===== src/servo_cmd_pkg.sv =====
/*
 * Constants of the command handler: offsets, fields, resets, codes, timing.
 * Assumes a 25 MHz clock and an AXI4-Lite bus.
 */
package servo_cmd_pkg;

    // ----------
    // Clock and timing
    // ----------
    localparam int CLK_HZ            = 25_000_000;
    localparam int BRAKE_UPDATE_US   = 2000;
    localparam int BRAKE_UPDATE_CYC  = (CLK_HZ / 1_000_000) * BRAKE_UPDATE_US;
    localparam int BRAKE_APPLY_CYC   = 2;
    localparam int TICK_MS_CYC       = CLK_HZ / 1000;

    // ----------
    // Command codes
    // ----------
    localparam logic [7:0] CMD_TORQUE  = 8'h3d;
    localparam logic [7:0] CMD_BRK_ENG = 8'h21;
    localparam logic [7:0] CMD_BRK_REL = 8'h22;

    // ----------
    // Output assignment codes
    // ----------
    localparam logic [2:0] OUT_UNUSED  = 3'h0;
    localparam logic [2:0] OUT_READY   = 3'h1;
    localparam logic [2:0] OUT_INPOS   = 3'h2;
    localparam logic [2:0] OUT_BRAKE   = 3'h3;
    localparam logic [2:0] OUT_LIMIT   = 3'h4;
    localparam logic [2:0] OUT_ZSPEED  = 3'h6;
    localparam logic [2:0] OUT_NEAR    = 3'h7;

    // ----------
    // Register byte offsets
    // ----------
    localparam logic [7:0] REG_CMD       = 8'h00;
    localparam logic [7:0] REG_TORQUE    = 8'h04;
    localparam logic [7:0] REG_SPD_LIM   = 8'h08;
    localparam logic [7:0] REG_ACC_TIME  = 8'h0c;
    localparam logic [7:0] REG_DEC_TIME  = 8'h10;
    localparam logic [7:0] REG_OUT_ASSIGN = 8'h14;
    localparam logic [7:0] REG_STATUS    = 8'h18;
    localparam logic [7:0] REG_RESP_BASE = 8'h40;
    localparam logic [7:0] REG_HOLD_MODE = 8'h1c;

    // ----------
    // Field positions and reset values
    // ----------
    localparam int CMD_CODE_LSB        = 0;
    localparam int CMD_ID_LSB          = 8;
    localparam int ASSIGN_W            = 3;
    localparam int ASSIGN_STRIDE       = 4;
    localparam logic [15:0] SPD_LIM_MAX   = 16'h2710;
    localparam logic [15:0] SPD_LIM_RST   = 16'h2710;
    localparam logic [15:0] RAMP_MAX      = 16'h2710;
    localparam logic [15:0] ACC_TIME_RST  = 16'h0000;
    localparam logic [15:0] DEC_TIME_RST  = 16'h0000;
    localparam logic [11:0] ASSIGN_RST    = 12'h513;
    localparam logic [1:0]  RESP_OKAY     = 2'b00;
    localparam logic [1:0]  RESP_SLVERR   = 2'b10;
    localparam int RESP_WORDS          = 8;

endpackage : servo_cmd_pkg


===== src/resp_frame_mem.sv =====
/*
 * Word memory holding the 32-byte response frame.
 * Assumes one writer and one reader on one clock.
 */
`timescale 1ns/1ps
module resp_frame_mem #(
    parameter int WORDS = 8,
    parameter int AW    = 3
) (
    // Clock
    input  wire logic          aclk,
    // Write port
    input  wire logic          wr_en,
    input  wire logic [AW-1:0] wr_addr,
    input  wire logic [31:0]   wr_data,
    // Read port
    input  wire logic [AW-1:0] rd_addr,
    output logic      [31:0]   rd_data
);

    logic [31:0] mem [WORDS];

    always_ff @(posedge aclk) begin
        if (wr_en) begin
            mem[wr_addr] <= wr_data;
        end
        rd_data <= mem[rd_addr];
    end

endmodule : resp_frame_mem


===== src/servo_torque_brake_commands.sv =====
/*
 * Torque and brake command handler with ramping, speed cap and routing.
 * Assumes an AXI4-Lite master and feedback inputs on aclk.
 */
// Summary of operation
// (RQ1) Brake engage request turns the brake output off so the brake grips.
// (RQ2) Brake output follows an engage request within 2 ms.
// (RQ3) Engage request affects motion only while servo is disabled; the code never moves on engage, only a release sets a hold stop.
// (RQ4) Release request stops the axis at set position by hold stop method.
// (RQ5) Brake output activates within 2 ms after release request.
// (RQ6) Requests during servo enable leave motion alone but still drive brake.
// (RQ7) Controller should remember its last brake request before servo disable.
// (RQ8) Torque mode caps speed at 0..10000 per minute, default 10000, live.
// (RQ9) Rising torque ramps over acceleration time 0..10000 ms, default 0.
// (RQ10) Falling torque ramps over deceleration time 0..10000 ms, default 0.
// (RQ11) Three outputs routed by code; assignment latched at power-up.
// (RQ12) Each command answered with echoed code and status in a 32-byte frame.
`timescale 1ns/1ps
module servo_torque_brake_commands
    import servo_cmd_pkg::*;
#(
    parameter int BRAKE_CYC = BRAKE_UPDATE_CYC,
    parameter int MS_CYC    = TICK_MS_CYC
) (
    // Clock and reset
    input  wire logic        aclk,
    input  wire logic        aresetn,
    // AXI4-Lite write address
    input  wire logic [7:0]  s_axi_awaddr,
    input  wire logic        s_axi_awvalid,
    output logic             s_axi_awready,
    // AXI4-Lite write data
    input  wire logic [31:0] s_axi_wdata,
    input  wire logic [3:0]  s_axi_wstrb,
    input  wire logic        s_axi_wvalid,
    output logic             s_axi_wready,
    // AXI4-Lite write response
    output logic [1:0]       s_axi_bresp,
    output logic             s_axi_bvalid,
    input  wire logic        s_axi_bready,
    // AXI4-Lite read address
    input  wire logic [7:0]  s_axi_araddr,
    input  wire logic        s_axi_arvalid,
    output logic             s_axi_arready,
    // AXI4-Lite read data
    output logic [31:0]      s_axi_rdata,
    output logic [1:0]       s_axi_rresp,
    output logic             s_axi_rvalid,
    input  wire logic        s_axi_rready,
    // Drive state and feedback
    input  wire logic        servo_enabled,
    input  wire logic        drive_ready,
    input  wire logic        in_position_or_speed_match,
    input  wire logic        near_position,
    input  wire logic        zero_speed_flag,
    input  wire logic [15:0] motor_speed,
    // Motion outputs
    output logic [15:0]      torque_reference,
    output logic [15:0]      torque_mode_speed_limit,
    output logic             hold_stop_req,
    output logic [1:0]       hold_stop_method,
    output logic             limit_active_flag,
    // General outputs
    output logic [2:0]       general_out
);

    // ----------
    // State
    // ----------
    typedef struct packed {
        logic        awready;
        logic        wready;
        logic        bvalid;
        logic [1:0]  bresp;
        logic        aw_got;
        logic        w_got;
        logic [7:0]  aw_addr;
        logic [31:0] w_data;
        logic        arready;
        logic        rvalid;
        logic        rpend;
        logic [1:0]  rresp;
        logic [31:0] rdata;
        logic        rmem;
        logic [15:0] torque_target;
        logic [15:0] torque_now;
        logic [15:0] spd_lim;
        logic [15:0] acc_time;
        logic [15:0] dec_time;
        logic [11:0] assign_cfg;
        logic [11:0] assign_live;
        logic        assign_done;
        logic [1:0]  hold_mode;
        logic        brake_on;
        logic        brake_pend;
        logic        brake_pend_val;
        logic [31:0] brake_cnt;
        logic        hold_req;
        logic [31:0] ms_cnt;
        logic [15:0] ramp_cnt;
        logic [7:0]  last_code;
        logic [7:0]  last_id;
        logic [3:0]  resp_idx;
        logic        resp_busy;
        logic [2:0]  gen_out;
        logic        limit;
    } state_t;

    state_t st_r;
    state_t st_nxt;

    logic [31:0] mem_rdata;
    logic        mem_wr;
    logic [2:0]  mem_waddr;
    logic [31:0] mem_wdata;
    logic [2:0]  mem_raddr;

    resp_frame_mem #(
        .WORDS (RESP_WORDS),
        .AW    (3)
    ) u_resp (
        .aclk    (aclk),
        .wr_en   (mem_wr),
        .wr_addr (mem_waddr),
        .wr_data (mem_wdata),
        .rd_addr (mem_raddr),
        .rd_data (mem_rdata)
    );

    // ----------
    // Response frame writer
    // ----------
    always_comb begin
        mem_wr    = st_r.resp_busy;
        mem_waddr = st_r.resp_idx[2:0];
        mem_raddr = (s_axi_arvalid && st_r.arready) ? s_axi_araddr[4:2] : st_r.aw_addr[4:2];
        case (st_r.resp_idx[2:0])
            3'h0:    mem_wdata = {8'h00, st_r.last_id, 7'h00, servo_enabled, st_r.last_code}; // see (RQ12)
            3'h1:    mem_wdata = {15'h0000, st_r.brake_on, st_r.torque_now};
            3'h2:    mem_wdata = {16'h0000, motor_speed};
            3'h3:    mem_wdata = {16'h0000, st_r.torque_target};
            3'h4:    mem_wdata = {16'h0000, st_r.spd_lim};
            default: mem_wdata = 32'h0000_0000;
        endcase
    end

    // ----------
    // Next-state logic
    // ----------
    logic        wr_fire;
    logic [15:0] wval;
    logic [15:0] ramp_time;
    logic [15:0] step;
    logic [2:0]  code;
    logic        sel;

    always_comb begin
        st_nxt  = st_r;
        wr_fire = 1'b0;
        wval    = 16'h0000;
        ramp_time = 16'h0000;
        step    = 16'h0000;
        code    = 3'h0;
        sel     = 1'b0;

        // Write channel: address and data taken in either order.
        if (s_axi_awvalid && st_r.awready) begin
            st_nxt.aw_got  = 1'b1;
            st_nxt.awready = 1'b0;
            st_nxt.aw_addr = s_axi_awaddr;
        end
        if (s_axi_wvalid && st_r.wready) begin
            st_nxt.w_got  = 1'b1;
            st_nxt.wready = 1'b0;
            st_nxt.w_data = s_axi_wdata;
        end
        if (st_r.aw_got && st_r.w_got && !st_r.bvalid) begin
            wr_fire       = 1'b1;
            st_nxt.aw_got = 1'b0;
            st_nxt.w_got  = 1'b0;
            st_nxt.bvalid = 1'b1;
            st_nxt.bresp  = RESP_OKAY;
        end
        if (st_r.bvalid && s_axi_bready) begin
            st_nxt.bvalid  = 1'b0;
            st_nxt.awready = 1'b1;
            st_nxt.wready  = 1'b1;
        end

        wval = st_r.w_data[15:0];
        if (wr_fire) begin
            if (st_r.aw_addr == REG_CMD) begin
                st_nxt.last_code = st_r.w_data[CMD_CODE_LSB +: 8];
                st_nxt.last_id   = st_r.w_data[CMD_ID_LSB +: 8];
                st_nxt.resp_busy = 1'b1;
                st_nxt.resp_idx  = 4'h0;
                if (st_r.w_data[CMD_CODE_LSB +: 8] == CMD_BRK_ENG) begin
                    st_nxt.brake_pend     = 1'b1; // see (RQ1) (RQ6)
                    st_nxt.brake_pend_val = 1'b0;
                    st_nxt.brake_cnt      = 32'h0000_0000;
                end else if (st_r.w_data[CMD_CODE_LSB +: 8] == CMD_BRK_REL) begin
                    st_nxt.brake_pend     = 1'b1; // see (RQ5) (RQ6)
                    st_nxt.brake_pend_val = 1'b1;
                    st_nxt.brake_cnt      = 32'h0000_0000;
                    st_nxt.hold_req       = !servo_enabled; // see (RQ4) (RQ6)
                end else if (st_r.w_data[CMD_CODE_LSB +: 8] != CMD_TORQUE) begin
                    st_nxt.bresp = RESP_SLVERR;
                end
            end else if (st_r.aw_addr == REG_TORQUE) begin
                st_nxt.torque_target = wval;
            end else if (st_r.aw_addr == REG_SPD_LIM) begin
                st_nxt.spd_lim = (wval > SPD_LIM_MAX) ? SPD_LIM_MAX : wval; // see (RQ8)
            end else if (st_r.aw_addr == REG_ACC_TIME) begin
                st_nxt.acc_time = (wval > RAMP_MAX) ? RAMP_MAX : wval; // see (RQ9)
            end else if (st_r.aw_addr == REG_DEC_TIME) begin
                st_nxt.dec_time = (wval > RAMP_MAX) ? RAMP_MAX : wval; // see (RQ10)
            end else if (st_r.aw_addr == REG_OUT_ASSIGN) begin
                st_nxt.assign_cfg = st_r.w_data[11:0];
            end else if (st_r.aw_addr == REG_HOLD_MODE) begin
                st_nxt.hold_mode = st_r.w_data[1:0];
            end else begin
                st_nxt.bresp = RESP_SLVERR;
            end
        end

        // Read channel; response words come from memory one cycle later.
        if (s_axi_arvalid && st_r.arready) begin
            st_nxt.arready = 1'b0;
            st_nxt.rpend   = 1'b1;
            st_nxt.rmem    = (s_axi_araddr >= REG_RESP_BASE) && (s_axi_araddr < REG_RESP_BASE + 8'h20);
            st_nxt.aw_addr = st_r.aw_got ? st_r.aw_addr : s_axi_araddr;
            st_nxt.rresp   = RESP_OKAY;
            if (s_axi_araddr == REG_TORQUE) begin
                st_nxt.rdata = {16'h0000, st_r.torque_target};
            end else if (s_axi_araddr == REG_CMD) begin
                st_nxt.rdata = {16'h0000, st_r.last_id, st_r.last_code};
            end else if (s_axi_araddr == REG_SPD_LIM) begin
                st_nxt.rdata = {16'h0000, st_r.spd_lim};
            end else if (s_axi_araddr == REG_ACC_TIME) begin
                st_nxt.rdata = {16'h0000, st_r.acc_time};
            end else if (s_axi_araddr == REG_DEC_TIME) begin
                st_nxt.rdata = {16'h0000, st_r.dec_time};
            end else if (s_axi_araddr == REG_OUT_ASSIGN) begin
                st_nxt.rdata = {4'h0, st_r.assign_live, 4'h0, st_r.assign_cfg};
            end else if (s_axi_araddr == REG_HOLD_MODE) begin
                st_nxt.rdata = {30'h0, st_r.hold_mode};
            end else if (s_axi_araddr == REG_STATUS) begin
                st_nxt.rdata = {11'h0, st_r.limit, st_r.hold_req, st_r.brake_pend,
                                servo_enabled, st_r.brake_on, st_r.torque_now};
            end else if (st_nxt.rmem) begin
                st_nxt.rdata = 32'h0;
            end else begin
                st_nxt.rdata = 32'h0;
                st_nxt.rresp = RESP_SLVERR;
            end
        end
        if (st_r.rpend && !st_r.aw_got) begin
            st_nxt.rpend  = 1'b0;
            st_nxt.rvalid = 1'b1;
            if (st_r.rmem) begin
                st_nxt.rdata = mem_rdata;
            end
        end
        if (st_r.rvalid && s_axi_rready) begin
            st_nxt.rvalid  = 1'b0;
            st_nxt.arready = 1'b1;
        end

        // Response frame fill.
        if (st_r.resp_busy) begin
            st_nxt.resp_idx = st_r.resp_idx + 4'h1;
            if (st_r.resp_idx == 4'h7) begin
                st_nxt.resp_busy = 1'b0;
            end
        end

        // Brake output applied after a short fixed delay, well within the limit.
        if (st_r.brake_pend) begin
            st_nxt.brake_cnt = st_r.brake_cnt + 32'h1;
            if (st_r.brake_cnt >= 32'(BRAKE_APPLY_CYC) || st_r.brake_cnt >= 32'(BRAKE_CYC - 1)) begin
                st_nxt.brake_on   = st_r.brake_pend_val; // see (RQ2) (RQ5)
                st_nxt.brake_pend = 1'b0;
            end
        end
        if (servo_enabled) begin
            st_nxt.hold_req = 1'b0; // see (RQ3)
        end

        // Millisecond tick and torque ramp.
        st_nxt.ms_cnt = (st_r.ms_cnt >= 32'(MS_CYC - 1)) ? 32'h0 : st_r.ms_cnt + 32'h1;
        ramp_time = (st_r.torque_target > st_r.torque_now) ? st_r.acc_time : st_r.dec_time;
        step = (ramp_time == 16'h0000) ? 16'hffff : (RAMP_MAX / ramp_time);
        if (step == 16'h0000) begin
            step = 16'h0001;
        end
        if (ramp_time == 16'h0000 || st_r.ms_cnt == 32'h0) begin
            if (st_r.torque_target > st_r.torque_now) begin
                st_nxt.torque_now = (st_r.torque_target - st_r.torque_now > step) ?
                                    st_r.torque_now + step : st_r.torque_target; // see (RQ9)
            end else if (st_r.torque_target < st_r.torque_now) begin
                st_nxt.torque_now = (st_r.torque_now - st_r.torque_target > step) ?
                                    st_r.torque_now - step : st_r.torque_target; // see (RQ10)
            end
        end

        st_nxt.limit = (st_r.last_code == CMD_TORQUE) && (motor_speed >= st_r.spd_lim); // see (RQ8)

        // Output assignment taken once after reset.
        if (!st_r.assign_done) begin
            st_nxt.assign_live = st_r.assign_cfg; // see (RQ11)
            st_nxt.assign_done = 1'b1;
        end
        for (int i = 0; i < 3; i++) begin
            code = st_r.assign_live[i*ASSIGN_STRIDE +: ASSIGN_W];
            case (code)
                OUT_READY:  sel = drive_ready;
                OUT_INPOS:  sel = in_position_or_speed_match;
                OUT_BRAKE:  sel = st_r.brake_on;
                OUT_LIMIT:  sel = st_r.limit;
                OUT_ZSPEED: sel = zero_speed_flag;
                OUT_NEAR:   sel = near_position;
                default:    sel = 1'b0;
            endcase
            st_nxt.gen_out[i] = sel; // see (RQ11)
        end
    end

    // ----------
    // Registers
    // ----------
    always_ff @(posedge aclk) begin
        if (!aresetn) begin
            st_r            <= '0;
            st_r.awready    <= 1'b1;
            st_r.wready     <= 1'b1;
            st_r.arready    <= 1'b1;
            st_r.spd_lim    <= SPD_LIM_RST;
            st_r.acc_time   <= ACC_TIME_RST;
            st_r.dec_time   <= DEC_TIME_RST;
            st_r.assign_cfg <= ASSIGN_RST;
        end else begin
            st_r <= st_nxt;
        end
    end

    assign s_axi_awready = st_r.awready;
    assign s_axi_wready  = st_r.wready;
    assign s_axi_bvalid  = st_r.bvalid;
    assign s_axi_bresp   = st_r.bresp;
    assign s_axi_arready = st_r.arready;
    assign s_axi_rvalid  = st_r.rvalid;
    assign s_axi_rresp   = st_r.rresp;
    assign s_axi_rdata   = st_r.rdata;
    assign torque_reference        = st_r.torque_now;
    assign torque_mode_speed_limit = st_r.spd_lim;
    assign hold_stop_req           = st_r.hold_req;
    assign hold_stop_method        = st_r.hold_mode;
    assign limit_active_flag       = st_r.limit;
    assign general_out             = st_r.gen_out;

endmodule : servo_torque_brake_commands


===== config.mk =====
export PLATFORM = sky130hd
export DESIGN_NAME = servo_torque_brake_commands
export DESIGN_NICKNAME = d
export VERILOG_FILES = /design/src/servo_cmd_pkg.sv /design/src/resp_frame_mem.sv /design/src/servo_torque_brake_commands.sv
export SDC_FILE = /design/constraint.sdc
export NUM_CORES = 1
export LEC_CHECK = 0
export BUFFER_PORTS_ARGS = -buffer_cell sky130_fd_sc_hd__buf_4
export CORE_MARGIN = 3
export CORE_UTILIZATION = 45
export DETAILED_ROUTE_END_ITERATION = 10
export HOLD_SLACK_MARGIN = 0.06
export PLACE_DENSITY = 0.72
export SLEW_MARGIN = 15
export SYNTH_ARGS = -nofsm -noshare
export SYNTH_HDL_FRONTEND = slang
export SYNTH_SLANG_ARGS = --single-unit

===== constraint.sdc =====
create_clock -name aclk -period 64.8 [get_ports aclk]
set_clock_uncertainty 0.2 [all_clocks]
set_input_delay 9.72 -clock aclk [delete_from_list [all_inputs] [get_ports aclk]]
set_output_delay 9.72 -clock aclk [all_outputs]
set_load 0.01 [all_outputs]

==> results.json, run 1 <==
{
  "grt_pass1_wl_mm": 141,
  "clock.fmax_ghz": 0.0276,
  "hold_buffers": 0,
  "seq_area_um2": 11600,
  "crit_type": "reg -> reg",
  "max_slew_margin": 0.296,
  "area_growth_pct": 9.86,
  "avgSynthCellArea_um2": 9.08,
  "critPathLaunch": "torque_reference[5]",
  "synth-edff-count": 192,
  "worstMarginPinSlew_ps": 1040,
  "drive_gt1_frac": 0.121,
  "nFillCells": 6169,
  "clk_pin_slew_ps": 60,
  "cpPeakStageDelay_ps": 790,
  "status": "finished, final reports clean",
  "grt_max_degree": 83,
  "drt-initial-drc-count": 2788,
  "wl_mm": 92.7,
  "die_area_um2": 72300,
  "dr.pass1.iters": 6,
  "post_drt_via_cell_ratio": 6.09,
  "min_path_type": "reg -> reg",
  "io_buffers": 138,
  "endpoint_kind": "flip-flop",
  "syn-cell-area_um2": 31100,
  "maxCapViolations": 0,
  "fin_crit_ps": 36170,
  "dr_wl_met3_mm": 7.41,
  "yosys_most_used_dff": "dfxtp_1",
  "yosysWarnings": 0,
  "slew_violations": 0,
  "holdWs_ps": 230,
  "grt_pass1_vias": 24700,
  "wl_met2_mm": 42.5,
  "die_y_um": 269,
  "cts_max_path_buffers": 3,
  "fin_ws_ps": 28630,
  "clkLatencyLatePin_ps": 600,
  "io_pins": 160,
  "drc": 0,
  "cp.required_ps": 65130,
  "met1_length_mm": 38.7,
  "design.core.area_um2": 67800,
  "period_share": 0.558,
  "multi_input_area_um2": 17900,
  "htreeDepth": 2,
  "vias": 26600,
  "antenna_found_initial": 0,
  "ctsResizeCount": 0,
  "mostFrequentLayoutCell": "nand2_1",
  "yosysUniqueCellTypes": 92,
  "start_kind": "flip-flop",
  "insertedDiodeCount": 0,
  "initial_utilization": 0.459,
  "utilization": 0.504,
  "reg2reg_from": "torque_reference[5]",
  "grt_setup_unrepaired": "no",
  "die_x_um": 269,
  "highest_layer": "met4",
  "fin_nets": 3773,
  "hold_start": "u_resp.rd_data[10]",
  "synthCells": 3424,
  "fin_setup_tns_ps": 0,
  "cts_root_buf": "clkbuf_16",
  "finalHoldViolCount": 0,
  "async_flop_share": 0,
  "dp_hpwl_mm": 67.0,
  "setup_viol": 0,
  "seq_area_frac_synth": 0.374,
  "worstPathArrival_ps": 36500,
  "clock_sinks": 484,
  "routabilityCongestion": 0.954,
  "place_ws_ps": 29490,
  "final_cell_mix": "nand2_1 (362), nor2_1 (325), a21oi_1 (318), dfxtp_1 (292), ha_1 (240)",
  "cts_tree": "done",
  "ys_ff_latch": 484,
  "fp-row-count": 95,
  "wire_per_inst_um": 21.3,
  "cts_buffers": 48,
  "post_cts_buffers": 0,
  "ant_nets": 0,
  "grt_overflow_total": 0,
  "track_usage": 0.250,
  "cp_slowest_cell": "a21oi_1",
  "worstPathMaxFanout": 29
}
flip-flops by register name (all words and copies together), names as in the netlist, 2 cells and up, named ones only:
| name | count |
|---|---|
| u_resp.mem | 192 |
| st_r | 182 |
| s_axi_rdata | 32 |
| u_resp.rd_data | 24 |
| torque_mode_speed_limit | 16 |
| torque_reference | 16 |
| code | 3 |
| general_out | 3 |
| mem_waddr | 3 |
| hold_stop_method | 2 |
final cells by class:
class,instances,area share
Multi-Input combinational cell,2592,0.524
Sequential cell,484,0.340
Timing Repair Buffer,186,0.0409
Clock buffer,66,0.0399
Tap cell,873,0.0320
Inverter,137,0.0152
Clock inverter,24,0.00755
worst paths after layout:
check                              end  slack, ps  cells past startpoint
setup / recovery  torque_reference[10]      28630                    140
setup reg to reg  torque_reference[10]      28630                    140
hold / removal         s_axi_rdata[10]        230                      2
hold reg to reg        s_axi_rdata[10]        230                      2
worst max-delay path, delay by kind of cell, from the launching register on:
| family | cells | cell delay, ps |
|---|---|---|
| AO/OA/AOI/OAI | 76 | 18470 |
| adder cells (fa/ha/maj) | 16 | 5310 |
| buffers and inverters | 10 | 2210 |
| flip-flops | 1 | 650 |
| multiplexers | 5 | 1950 |
| AND/OR/NAND/NOR | 33 | 7210 |
synth_stat cells (35+ instances only):
master    count  share of area
nand2_1     362          0.044
nor2_1      330          0.040
a21oi_1     321          0.052
dfxtp_1     292           0.19
ha_1        240          0.097
edfxtp_1    192           0.19
inv_1       137          0.017
clkbuf_1    125          0.015
o21ai_0     122          0.020
a21o_1       84          0.020
xnor2_1      78          0.022
buf_4        76          0.018
nand3_1      76          0.012
mux2i_1      71          0.023
xor2_1       57          0.016
nor3_1       54         0.0087
a22oi_1      53          0.013
mux4_2       51          0.037
mux2_2       48          0.017
o211ai_1     48          0.012
o21a_1       39         0.0094
and3_1       38         0.0076
nand4_1      35         0.0070
or3_1        35         0.0070
through the flow:
stage	instance area, um2	std cells
floorplan	31100	3442
global placement	32500	4272
detailed placement	32500	4272
CTS	34100	4362
global route	34100	4362
finish	34100	4362
logic make-up (layout without fill, tap and decap cells):
logic type	Yosys count	after routing	share of synthesized area
AOI/OAI and AO/OA	921	921	0.192
DFF	484	484	0.374
adders and majority gates	244	244	0.0992
buffers and inverters	366	413	0.0549
muxes	170	170	0.0772
other	1	19	0.000121
xor gates and xnor gates	135	135	0.0380
and+or+nand+nor	1103	1103	0.165
routing by layer:
layer | vias up | GRT usage
li1 | 12500 | -
met1 | 12700 | 0.339
met2 | 1112 | 0.406
met3 | 194 | 0.0308
met4 | 0 | 0.103
met5 | - | 0
Power of run 1 is left out: the tool's default activity adds up to more than one toggle a clock period on the data nets, which glitch-free logic cannot reach.
==> run 2: changes to the inputs <==
- PLACE_DENSITY: 0.72 -> 0.74
- clock period: 64.8 -> 32.6 ns (I/O delays scaled with it)
==> results.json, run 2 (synthesis gave the netlist of run 1 again) <==
{
  "status": "finished, final reports clean",
  "cp_slowest_cell": "dfxtp_1",
  "grt_pass1_wl_mm": 141,
  "place_ws_ps": 1160,
  "cp_common_cell": "ha_1",
  "grt_pass1_vias": 24500,
  "setup_viol": 0,
  "crit_type": "reg -> reg",
  "area_growth_pct": 11.2,
  "wire_per_inst_um": 21.2,
  "routabilityCongestion": 0.952,
  "htreeDepth": 2,
  "io_pins": 160,
  "worstPathArrival_ps": 30750,
  "clock.fmax_ghz": 0.0328,
  "initial_utilization": 0.459,
  "maxCapViolations": 0,
  "design.core.area_um2": 67800,
  "worstMarginPinSlew_ps": 1110,
  "fin_setup_tns_ps": 0,
  "antenna_found_initial": 0,
  "largest_reg_flops": 192,
  "insertedDiodeCount": 0,
  "io_buffers": 138,
  "cp_num_buf_inv": 12,
  "track_usage": 0.250,
  "cp.required_ps": 32840,
  "clkLatencyLatePin_ps": 600,
  "critPathTopFamily": "compound AO/OA/AOI/OAI gates",
  "fin_ws_ps": 2090,
  "clk_pin_slew_ps": 60,
  "endpoint_kind": "flip-flop",
  "final_cell_mix": "nand2_1 (362), nor2_1 (325), a21oi_1 (318), dfxtp_1 (283), ha_1 (239)",
  "slew_violations": 0,
  "utilization": 0.510,
  "clock_sinks": 484,
  "period_share": 0.936,
  "die_area_um2": 72300,
  "worstPathMaxFanout": 16,
  "fin_nets": 3812,
  "drive_gt1_frac": 0.139,
  "ant_nets": 0,
  "cpPeakStageDelay_ps": 700,
  "cts_root_buf": "clkbuf_16",
  "regMostFlops": "u_resp.mem",
  "die_x_um": 269,
  "vias": 26700,
  "wl_mm": 93.4,
  "start_kind": "flip-flop",
  "mostFrequentLayoutCell": "nand2_1",
  "hold_buffers": 0,
  "max_slew_margin": 0.261,
  "die_y_um": 269,
  "dp_hpwl_mm": 67.2,
  "holdWs_ps": 226,
  "grt_max_degree": 109,
  "min_path_type": "reg -> reg",
  "post_drt_via_cell_ratio": 6.07,
  "dr.pass1.iters": 9,
  "cts_buffers": 47,
  "fin_crit_ps": 30510,
  "drc": 0,
  "cts_tree": "done",
  "grt_overflow_total": 0,
  "fp-row-count": 95,
  "drt-initial-drc-count": 2793,
  "cts_max_path_buffers": 3,
  "finalHoldViolCount": 0
}
[run 2: cell count changes in the layout (fill, tap and decap cells not counted), moves of 3 or more]
cell / previous run / this run
dfxtp_2: 0 / 9
dfxtp_1: 292 / 283
buf_4: 186 / 225
o21ai_2: 0 / 3
o21ai_0: 122 / 119
[run 2: final timing paths]
check	slack [ps]	cells past startpoint	startpoint	end
min	230	2	u_resp.rd_data[11]	s_axi_rdata[11]
max	2090	144	torque_reference[0]	torque_reference[14]
max reg2reg	2090	144	torque_reference[0]	torque_reference[14]
min reg2reg	230	2	u_resp.rd_data[11]	s_axi_rdata[11]
[run 2: tightest hold or removal path, stage by stage, from the launching register on]
cell     delay, ps
dfxtp_1        300
nand2_1         50
a21oi_1         50
[run 2: final cells by class]
cell class / count / area, um2
sequential: 484 / 11600
clock inverter: 27 / 323
fill: 6134 / 33200
timing repair buffer: 226 / 1710
tap: 873 / 1090
multi-input combinational: 2592 / 18000
inverter: 137 / 519
clock buffer: 61 / 1300
[run 2: per-layer routing]
layer  routed length (um)  track usage  part of all wire
met1                38000        0.335              0.41
met2                42100        0.396              0.45
met3                 7940       0.0363             0.085
met4                 5370        0.127             0.057
met5                    0            0                 0
[run 2: what timing repair did]
action                                 in CTS  in global routing
setup buffers                               0                  1
endpoints found under the hold margin       0                  0
setup endpoints to repair                   0                 16
resized for setup                           0                 35
[run 2: metrics by stage]
stage	std cells	instance area, um2
floorplan	3442	31100
global placement	4311	32800
detailed placement	4311	32800
CTS	4399	34400
global route	4400	34600
finish	4400	34600
Power of run 2 is left out for the same reason.
